`src/common/hbop_pkg.sv`:
```
package hbop_pkg;

  // ---------------------------------------------------------------
  // Timing
  // ---------------------------------------------------------------
  localparam int CLK_PERIOD_PS = 20000;
  localparam int DEAD_TIME_PS = 70000;
  localparam int LEAD_OFFSET_PS = 20000;
  localparam int TRAIL_OFFSET_PS = 6000;
  localparam int MIN_DEAD_PS = 5000;
  localparam int LEAD_PS_PER_KOHM = 2800;
  localparam int TRAIL_PS_PER_KOHM = 1350;
  localparam int OPEN_LIMIT_KOHM = 300;
  localparam int CNT_W = 16;
  localparam int DLY_W = 10;

  // Least times round up to whole cycles, at least one
  localparam int DEAD_CYC_I = (DEAD_TIME_PS + CLK_PERIOD_PS - 1) / CLK_PERIOD_PS;
  localparam int MIN_CYC_I = (MIN_DEAD_PS + CLK_PERIOD_PS - 1) / CLK_PERIOD_PS;
  localparam logic [CNT_W-1:0] DEAD_CYC = CNT_W'(DEAD_CYC_I < 1 ? 1 : DEAD_CYC_I);
  localparam logic [CNT_W-1:0] MIN_DEAD_CYC = CNT_W'(MIN_CYC_I < 1 ? 1 : MIN_CYC_I);
  localparam logic [CNT_W-1:0] CNT_ONE = 16'h0001;
  localparam logic [CNT_W-1:0] CNT_ZERO = 16'h0000;

  // ---------------------------------------------------------------
  // Carriers
  // ---------------------------------------------------------------
  typedef struct packed {
    logic high_side_gate_out;
    logic low_side_gate_out;
    logic rect_a_ctrl;
    logic rect_b_ctrl;
  } hbop_drive_t;

  localparam hbop_drive_t DRIVE_OFF = 4'h0;

  typedef enum logic [2:0] {
    ST_OFF = 3'h0,
    ST_LEAD = 3'h1,
    ST_ON = 3'h2,
    ST_TRAIL = 3'h3,
    ST_IDLE = 3'h4
  } hbop_state_t;

endpackage : hbop_pkg

```
`src/core/hbop_delay_calc.sv`:
```
`timescale 1ns/1ps
`default_nettype none
module hbop_delay_calc (
  input wire logic [hbop_pkg::DLY_W-1:0] rect_delay_set,
  input wire logic delay_pin_open,
  output logic [hbop_pkg::CNT_W-1:0] rect_lead_delay,
  output logic [hbop_pkg::CNT_W-1:0] rect_trail_delay
);
  import hbop_pkg::*;

  int lead_ps;
  int trail_ps;
  int lead_c;
  int trail_c;

  // ---------------------------------------------------------------
  // Resistor to cycle counts
  // ---------------------------------------------------------------
  always_comb begin
    lead_ps = int'(rect_delay_set) * LEAD_PS_PER_KOHM + LEAD_OFFSET_PS;
    trail_ps = int'(rect_delay_set) * TRAIL_PS_PER_KOHM + TRAIL_OFFSET_PS;
    lead_c = (lead_ps + CLK_PERIOD_PS - 1) / CLK_PERIOD_PS;
    trail_c = (trail_ps + CLK_PERIOD_PS - 1) / CLK_PERIOD_PS;
    if (delay_pin_open || int'(rect_delay_set) > OPEN_LIMIT_KOHM) begin
      rect_lead_delay = MIN_DEAD_CYC;
      rect_trail_delay = MIN_DEAD_CYC;
    end else begin
      rect_lead_delay = lead_c[CNT_W-1:0];
      rect_trail_delay = trail_c[CNT_W-1:0];
    end
  end

endmodule : hbop_delay_calc
`default_nettype wire

```
`src/core/hbop_phaser.sv`:
```
// Behaviour
// - High and low gates alternate, half oscillator rate while trail takes fewer cycles than deadtime
// - On-time capped: measured oscillator period minus deadtime, lead
// - No error current gives maximum duty
// - Rectifier A/B invert high/low gate respectively
// - High gate on: A off, B on
// - Low gate on: A on, B off
// - Idle between gate phases: both rectifiers on
// - Rectifier off lead before, on trail after
// - Lead, trail delays linear in resistance
// - Open or high resistance: minimum dead time
// - Thermal trip: standby, outputs off, restart after
// - Thermal shutdown discharges soft-start fully
// - Push-pull: same sequencing, ground-referenced
// - All drive outputs at half oscillator rate while trail takes fewer cycles than deadtime
// - Modulator trip ends active on-time
`timescale 1ns/1ps
`default_nettype none
module hbop_phaser (
  input wire logic clk_sys,
  input wire logic reset_n,
  input wire logic clk_en,
  input wire logic osc_tick,
  input wire logic pwm_trip,
  input wire logic err_current_present,
  input wire logic bias_ready,
  input wire logic thermal_trip,
  input wire logic push_pull_mode,
  input wire logic [hbop_pkg::DLY_W-1:0] rect_delay_set,
  input wire logic delay_pin_open,
  output hbop_pkg::hbop_drive_t drive,
  output logic bias_enable,
  output logic soft_start_discharge,
  output logic push_pull_active
);
  import hbop_pkg::*;

  typedef struct packed {
    hbop_state_t state;
    logic phase_low;
    logic [CNT_W-1:0] cnt;
    logic [CNT_W-1:0] osc_cnt;
    logic [CNT_W-1:0] osc_len;
    logic thermal;
    hbop_drive_t drive;
    logic bias_en;
    logic ss_dis;
    logic pp;
  } hbop_regs_t;

  hbop_regs_t r_q;
  hbop_regs_t r_d;
  logic [CNT_W-1:0] lead_cyc;
  logic [CNT_W-1:0] trail_cyc;
  logic [CNT_W-1:0] cap_cyc;
  logic run;

  hbop_delay_calc u_delay (
    .rect_delay_set(rect_delay_set),
    .delay_pin_open(delay_pin_open),
    .rect_lead_delay(lead_cyc),
    .rect_trail_delay(trail_cyc)
  );

  // ---------------------------------------------------------------
  // Sequencer
  // ---------------------------------------------------------------
  always_comb begin
    r_d = r_q;
    // Raw flag too, so the outputs drop on the very next edge
    run = bias_ready && !thermal_trip && !r_q.thermal;
    // Measured oscillator period sets the duty cap for the next cycle
    cap_cyc = r_q.osc_len - DEAD_CYC - lead_cyc;
    if (r_q.osc_len <= DEAD_CYC + lead_cyc) begin
      cap_cyc = CNT_ONE;
    end
    if (osc_tick) begin
      r_d.osc_len = r_q.osc_cnt + CNT_ONE;
      r_d.osc_cnt = CNT_ZERO;
    end else begin
      r_d.osc_cnt = r_q.osc_cnt + CNT_ONE;
    end
    if (thermal_trip) begin
      r_d.thermal = 1'b1;
    end else if (r_q.thermal && !thermal_trip) begin
      r_d.thermal = 1'b0;
    end
    r_d.bias_en = !thermal_trip;
    r_d.ss_dis = thermal_trip || r_q.thermal;
    r_d.pp = push_pull_mode;
    if (r_q.cnt != CNT_ZERO) begin
      r_d.cnt = r_q.cnt - CNT_ONE;
    end
    unique case (r_q.state)
      ST_OFF: begin
        r_d.drive = DRIVE_OFF;
        r_d.phase_low = 1'b0;
        if (run && osc_tick) begin
          r_d.state = ST_LEAD;
          r_d.cnt = lead_cyc;
          r_d.drive.rect_a_ctrl = 1'b0;
          r_d.drive.rect_b_ctrl = 1'b1;
        end
      end
      ST_IDLE: begin
        r_d.drive.rect_a_ctrl = 1'b1;
        r_d.drive.rect_b_ctrl = 1'b1;
        if (osc_tick) begin
          r_d.state = ST_LEAD;
          r_d.cnt = lead_cyc;
          // Pull the opposite rectifier off a lead ahead of the gate
          if (r_q.phase_low) begin
            r_d.drive.rect_b_ctrl = 1'b0;
          end else begin
            r_d.drive.rect_a_ctrl = 1'b0;
          end
        end
      end
      ST_LEAD: begin
        if (r_q.cnt <= CNT_ONE) begin
          r_d.state = ST_ON;
          r_d.cnt = cap_cyc;
          r_d.drive.high_side_gate_out = !r_q.phase_low;
          r_d.drive.low_side_gate_out = r_q.phase_low;
          r_d.drive.rect_a_ctrl = r_q.phase_low;
          r_d.drive.rect_b_ctrl = !r_q.phase_low;
        end
      end
      ST_ON: begin
        // Trip ignored without error current: runs to the cap
        if ((pwm_trip && err_current_present) || r_q.cnt <= CNT_ONE) begin
          r_d.state = ST_TRAIL;
          r_d.cnt = trail_cyc;
          r_d.drive.high_side_gate_out = 1'b0;
          r_d.drive.low_side_gate_out = 1'b0;
        end
      end
      ST_TRAIL: begin
        if (r_q.cnt <= CNT_ONE) begin
          r_d.state = ST_IDLE;
          r_d.phase_low = !r_q.phase_low;
          r_d.drive.rect_a_ctrl = 1'b1;
          r_d.drive.rect_b_ctrl = 1'b1;
        end
      end
      default: begin
        r_d.state = ST_OFF;
      end
    endcase
    if (!run) begin
      r_d.state = ST_OFF;
      r_d.drive = DRIVE_OFF;
      r_d.phase_low = 1'b0;
    end
  end

  always_ff @(posedge clk_sys) begin
    if (!reset_n) begin
      r_q <= '0;
    end else if (clk_en) begin
      r_q <= r_d;
    end
  end

  assign drive = r_q.drive;
  assign bias_enable = r_q.bias_en;
  assign soft_start_discharge = r_q.ss_dis;
  assign push_pull_active = r_q.pp;

endmodule : hbop_phaser
`default_nettype wire

```
`config.mk`:
```
export PLATFORM = sky130hd
export DESIGN_NAME = hbop_phaser
export DESIGN_NICKNAME = d
export VERILOG_FILES = /design/src/common/hbop_pkg.sv /design/src/core/hbop_delay_calc.sv /design/src/core/hbop_phaser.sv
export SDC_FILE = /design/constraint.sdc
export NUM_CORES = 1
export LEC_CHECK = 0
export BUFFER_PORTS_ARGS = -buffer_cell sky130_fd_sc_hd__buf_2
export CAP_MARGIN = 5
export CORE_ASPECT_RATIO = 1.5
export CORE_MARGIN = 4
export CORE_UTILIZATION = 40
export DETAILED_ROUTE_END_ITERATION = 8
export PLACE_DENSITY = 0.58
export REMOVE_ABC_BUFFERS = 1
export SLEW_MARGIN = 20
export SYNTH_ARGS = -nofsm -noshare
export SYNTH_HDL_FRONTEND = slang
export SYNTH_SLANG_ARGS = --single-unit
```
`constraint.sdc`:
```
create_clock -name clk_sys -period 18.9 [get_ports clk_sys]
set_input_delay 2.835 -clock clk_sys [delete_from_list [all_inputs] [get_ports clk_sys]]
set_output_delay 2.835 -clock clk_sys [all_outputs]
set_load 0.02 [all_outputs]
```
# --- Word level (Yosys, flattened, before mapping) ---
# Index checks and enable logic that the tools add are counted.
classes:
  bitwise: 0
  n_div: 2
  reduce_logical: 20
  add_sub_neg: 11
  n_lt_le_gt_ge: 3
  shift: 0
  mux: 30
  n_mul: 2
  eq_ne: 12
ops:
  columns: ["operator", "count"]
  rows:
  - ["2-to-1 mux 16 bit", 9]
  - ["adder 32 x 16 -> 32 bit (second input constant)", 3]
  - ["divider 32 x 16 -> 32 bit (second input constant)", 2]
  - ["case mux 16 bit (4 select lines)", 1]
  - ["subtractor 32 x 2 -> 32 bit (second input constant)", 2]
  - ["adder 32 x 14 -> 32 bit (second input constant)", 1]
  - ["multiplier 10 x 10 -> 20 bit (second input constant)", 1]
  - ["multiplier 10 x 8 -> 18 bit (second input constant)", 1]
  - ["adder 16 x 1 -> 16 bit (second input constant)", 1]
  - ["adder 3 x 16 -> 16 bit (first input constant)", 1]
  - ["less-or-equal comparator 16 x 1 -> 1 bit (second input constant)", 1]
  - ["less-or-equal comparator 16 bit", 1]
  - ["2-to-1 mux 4 bit", 4]
  - ["nonzero test 16 bit", 1]
  - ["subtractor 16 x 1 -> 16 bit (second input constant)", 1]
  - ["subtractor 16 bit", 1]
  - ["subtractor 16 x 3 -> 16 bit (second input constant)", 1]
  - ["!= test 3 bit (second input constant)", 5]
  - ["case mux 3 bit (5 select lines)", 1]
  - ["2-to-1 mux 3 bit", 4]
  - ["greater-than comparator 10 x 9 -> 1 bit (second input constant)", 1]
  - ["case mux 2 bit (4 select lines)", 1]
  - ["AND reduction 4 bit", 2]
  - ["== test 3 x 2 -> 1 bit (second input constant)", 2]
  - ["other kinds (17)", 32]
word_totals:
  ram_bits: 0
  romBits: 0
  register_bits: 60
  n_memories: 0
  output_inout_bits: 7
  latch_bits: 0
  wordCells: 93

# --- Logic depth before layout (Yosys ltp) ---
depth:
  word_depth: 11
  depth_mapped: 66
  depth_no_buf: 61

# --- Modules after synthesis ---
# Synthesis repeated with hierarchy kept, for this count alone.
unflattened:
  cells_unflattened: 2548
  area_unflattened_um2: 18591.6
modules_own_cells:
  columns: ["mod", "seq_area_each_um2", "area_per_inst_um2", "instances", "cells_each"]
  rows:
  - ["hbop_delay_calc", 0.0, 13175.1, 1, 1817]
  - ["hbop_phaser", 1201.2, 5416.4, 1, 731]

# --- Worst setup path after synthesis ---
# OpenSTA, ideal clock, no wires.
synth_path:
  path_kind: "input to register"
  from: "input port rect_delay_set[7] (netlist bit)"
  to: "register r_q[55] (netlist bit)"
  arrival_time_ns: 16.665
  stages: 60
  setup_time_ns: 0.119
  t_required_ns: 18.781
  setup_slack_ns: 2.116
  n_path_buf: 2
  path_cell_list: "inv_1 > ha_1 > ha_1 > fa_1 > inv_1 > fa_1 > inv_1 > ha_1 > buf_6 > a2111oi_0 > o21ai_1 > a31oi_1 > xor2_1 > nor4_4 > a31oi_2 > or4_4 > and4_4 > buf_6 > [... 24 more ...] > inv_1 > ha_1 > inv_1 > fa_1 > inv_1 > a21oi_1 > o21bai_1 > a21oi_1 > o21bai_1 > a21o_1 > a21o_1 > a21o_1 > nor3_1 > nand2_1 > xor2_1 > o21a_1 > a21oi_1 > o221a_2"
synth_between:
  elab_chain_len: 11
  word_cells_on_any_way: 23
  classes_between: "8 x add/sub; 2 x mul; 2 x div; 2 x order compare; 8 x mux; 1 x reduce/logical"
synth_lines:
  columns: ["element", "line", "text"]
  rows:
  - ["from (decl)", "hbop_phaser.sv:29", "input wire logic [hbop_pkg::DLY_W-1:0] rect_delay_set,"]
  - ["multiplier 10 x 8 -> 18 bit", "hbop_delay_calc.sv:20", "lead_ps = int'(rect_delay_set) * LEAD_PS_PER_KOHM + LEAD_OFFSET_PS;"]
  - ["adder 32 x 16 -> 32 bit", "hbop_delay_calc.sv:20", null]
  - ["adder 32 x 16 -> 32 bit", "hbop_delay_calc.sv:22", "lead_c = (lead_ps + CLK_PERIOD_PS - 1) / CLK_PERIOD_PS;"]
  - ["subtractor 32 x 2 -> 32 bit", "hbop_delay_calc.sv:22", null]
  - ["divider 32 x 16 -> 32 bit", "hbop_delay_calc.sv:22", null]
  - ["2-to-1 mux 16 bit", "hbop_delay_calc.sv:24", "if (delay_pin_open || int'(rect_delay_set) > OPEN_LIMIT_KOHM) begin"]
  - ["adder 3 x 16 -> 16 bit", "hbop_phaser.sv:74", "if (r_q.osc_len <= DEAD_CYC + lead_cyc) begin"]
  - ["less-or-equal comparator 16 bit", "hbop_phaser.sv:74", null]
  - ["2-to-1 mux 16 bit", "hbop_phaser.sv:74", null]
  - ["2-to-1 mux 16 bit", "hbop_phaser.sv:120", "if (r_q.cnt <= CNT_ONE) begin"]
  - ["case mux 16 bit (4 select lines) (*)", "hbop_phaser.sv:94", "unique case (r_q.state)"]
  - ["to (signal assigned)", "hbop_phaser.sv:161", "r_q <= r_d;"]
  - ["to (decl)", "hbop_phaser.sv:51", "hbop_regs_t r_q;"]
# Every way passes the cells marked *; elsewhere a longest branch is shown, timed or not.
# A chain may end at the register's enable or synchronous reset.

# --- Final worst setup path ---
layout_path:
  from: "input port rect_delay_set[1] (netlist bit)"
  to: "register r_q[40] (netlist bit)"
# The elaborated chain is that of the path after synthesis.

==> summary.txt <==
Clock tree
  – Clock-pin slew reported for the worst setup and hold paths after clock tree synthesis: 60 ps
  – H-tree lvl count: 3
  – Buffer depth of the longest clock path: 2
  – Number of hold buffers added after cts: 0
  – TritonCTS clock tree: done
  – Clock sink total: 60
  – Buffer cell driving the clock tree root: sky130_fd_sc_hd__clkbuf_16
  – Cts bufs inserted: 9
  – Clock latency at the later pin of the worst-skew pair: 330 ps

Yosys
  – FFs w/ async S/R, synth: 0
  – Post-synth EDFFs: 0
  – Syn avg cell area: about 7.3 sq um
  – Most instantiated library cell after synthesis: sky130_fd_sc_hd__nand2_1
  – Cell taking the most area after synthesis: sky130_fd_sc_hd__ha_1
  – Cell Area, Synth: ~17000 sq um
  – Count of unique library cells instantiated by Yosys: 120
  – Main synth FF type: sky130_fd_sc_hd__dfxtp_1
  – Portion of synthesized cell area occupied by the leading cell type: 0.103
  – Number of synthesized register bits: 60
  – Biggest area contributors in the synthesized netlist: sky130_fd_sc_hd__ha_1, sky130_fd_sc_hd__xnor2_1, sky130_fd_sc_hd__dfxtp_1, sky130_fd_sc_hd__fa_1, sky130_fd_sc_hd__a21oi_1
  – Number of cells produced by synthesis: 2271
  – Post-synthesis sequential area ratio: 0.0725
  – Most used standard cells in the synthesized netlist: sky130_fd_sc_hd__nand2_1, sky130_fd_sc_hd__nor2_1, sky130_fd_sc_hd__inv_1, sky130_fd_sc_hd__xnor2_1, sky130_fd_sc_hd__ha_1
  – Yosys warning total: 0

Critical path
  – Req. time, crit path: 19130 ps
  – Data arrival time of the worst path: 18390 ps
  – Cell with the largest stage delay on the worst path: sky130_fd_sc_hd__or4_4
  – CP max FO: 16
  – Crit path kind: input port to register
  – Most used cell along the critical path: sky130_fd_sc_hd__inv_1
  – CP startpoint kind: input port
  – Biggest cell delay along the critical path: ~630 ps
  – Endpoint kind of the worst setup timing path: register

Timing
  – Slew Limit Headroom: 0.272
  – Number of failing setup endpoints in the final timing report: 0
  – Clock skew after layout: 9.20 ps
  – Hold Fails Final Rpt: 0
  – Pins over their slew limit: 0
  – Period minus WS final: 18160 ps
  – Fraction of the cycle the final worst path needs: 0.961
  – Max Freq: 0.0551 GHz
  – Slew @ Worst Pin: between 1000 and 1500 ps

Final layout
  – Share of the core filled with cells in the final layout: 0.430
  – Area of combinational cells with multiple inputs: 14500 sq um
  – Fillers: approximately 4200
  – Total inserted antenna cells: 0
  – Sequential cell area: 1200 sq um
  – Area growth from synthesis to layout: 6.29%
  – Final non-filler cell area: 17600 sq um
  – Count of nets after finishing: 2445
  – Share of layout cells above drive strength 1: 0.0888

Routing
  – Initial detailed-routing violation count: 1183
  – Post-route DRC violation count: 0
  – Routed via count divided by cell count: 6.26
  – Vias: 17300
  – WL/cell: 18.4 microns
  – WL final: around 51000 microns
  – Final antenna-violating net count: 0
  – Total iterations of the first detailed-routing run: 8

Run
  – Max-cap violations: 0

Place
  – HPWL after detailed placement: roughly 41000 microns
  – Placed standard-cell area: 17100 sq um
  – Routability congestion estimate from global placement: approximately 0.96
  – Buffers added on ports: 26

Global route
  – Number of global-route vias before repair: 16800
  – Overall fraction of global-route tracks in use: 0.215
  – Antenna violations before repair: 0
  – Global-route wire length before repair: about 83000 microns
  – Largest net degree at the start of global routing: 61
  – Total global routing overflow: 0

Floorplan
  – Die X-Extent: 174 microns
  – Area of the placeable core: 41000 sq um
  – I/O pin count: 27
  – Overall die height: 257 microns
  – Die area: between 40000 and 50000 sq um
  – Starting Density: 0.404
  – Core Rows: 91

Min path
  – Min-Delay Path Class: register to register

Outcome
  – Run status: finished clean
[worst max-delay path: cells and delay by family]
kind / cells / cell delay, ps
compound gates: 30 / 7290
xor+xnor: 2 / 450
fa+ha+maj: 7 / 2720
buf+inv: 7 / 740
simple gates: 16 / 4320
[through the flow]
| step | setup TNS (ps) | hold WS, ps | worst slack [ps] | cells |
|---|---|---|---|---|
| 3_3_place_gp | 0 | 453 | 533 | 2745 |
| 4_1_cts | 0 | 475 | 383 | 2761 |
| 2_1_floorplan | 0 | 472 | 1790 | 2184 |
| 6_report | 0 | 473 | 736 | 2764 |
| 3_5_place_dp | 0 | 467 | 115 | 2745 |
| 5_1_grt | -38.7 | 496 | -38.7 | 2764 |
[routing by layer]
metal | share of wire | up-vias | track usage
li1 | - | 8413 | -
met1 | 0.39 | 8273 | 0.237
met2 | 0.53 | 500 | 0.424
met3 | 0.033 | 130 | 0.0123
met4 | 0.039 | 0 | 0.0832
met5 | 0 | - | 0
[registers in the layout, summed over array words and instances, names as in the netlist]
name	cells
drive	4
push_pull_active	1
r_q	53
soft_start_discharge	1
bias_enable	1
[worst paths after layout]
check | to | slack, ps | from | depth (start not counted)
worst max register to register | r_q[46] | 14950 | r_q[47] | 13
worst max-delay path | r_q[40] | 740 | rect_delay_set[1] | 62
worst min register to register | soft_start_discharge | 470 | soft_start_discharge | 1
worst min-delay path | soft_start_discharge | 470 | soft_start_discharge | 1
[cells in the final DEF, fill, tap and decap left out, types with 26 or more instances in the layout]
cell	netlist	final
sky130_fd_sc_hd__xnor2_1	146	145
sky130_fd_sc_hd__nand2_1	174	173
sky130_fd_sc_hd__ha_1	137	137
sky130_fd_sc_hd__nor2_1	167	165
sky130_fd_sc_hd__o211ai_1	43	43
sky130_fd_sc_hd__o21ai_0	122	119
sky130_fd_sc_hd__dfxtp_1	60	60
sky130_fd_sc_hd__mux2i_1	36	34
sky130_fd_sc_hd__nand3_1	86	85
sky130_fd_sc_hd__nor2b_1	35	35
sky130_fd_sc_hd__fa_1	40	40
sky130_fd_sc_hd__inv_1	165	165
sky130_fd_sc_hd__buf_2	14	26
sky130_fd_sc_hd__and2_1	43	43
sky130_fd_sc_hd__nor3_1	73	72
sky130_fd_sc_hd__xor2_1	46	45
sky130_fd_sc_hd__o22ai_1	26	26
sky130_fd_sc_hd__o211a_1	32	32
sky130_fd_sc_hd__or3_1	29	29
sky130_fd_sc_hd__and3_1	39	39
sky130_fd_sc_hd__nand2b_1	28	28
sky130_fd_sc_hd__a211oi_1	30	30
sky130_fd_sc_hd__a21oi_1	131	130
sky130_fd_sc_hd__buf_4	5	27
sky130_fd_sc_hd__a21o_1	33	32
[what timing repair did]
item                                    CTS  global route
endpoints found under the setup margin    0            16
resized for setup                         0            32
buffers inserted                          0             3
[layout make-up]
| cell class | instances | area share |
|---|---|---|
| clock buffer | 9 | 0.0128 |
| clock inverter | 7 | 0.00426 |
| inverter | 165 | 0.0352 |
| multi-input combinational | 1959 | 0.824 |
| sequential | 60 | 0.0682 |
| tap | 511 | 0.0363 |
| timing repair buffer | 53 | 0.0189 |
[kinds of logic after synthesis]
logic type	after synthesis	synth area share
adder cells (fa/ha/maj)	179	0.153
buffers and inverters	252	0.0611
other	1	0.000226
AO/OA/AOI/OAI	734	0.324
AND/OR/NAND/NOR	797	0.250
multiplexers	51	0.0326
flip-flops	60	0.0725
XOR/XNOR	197	0.107
Power is left out: the tool's default activity adds up to more than one toggle a clock period on the data nets, which glitch-free logic cannot reach.
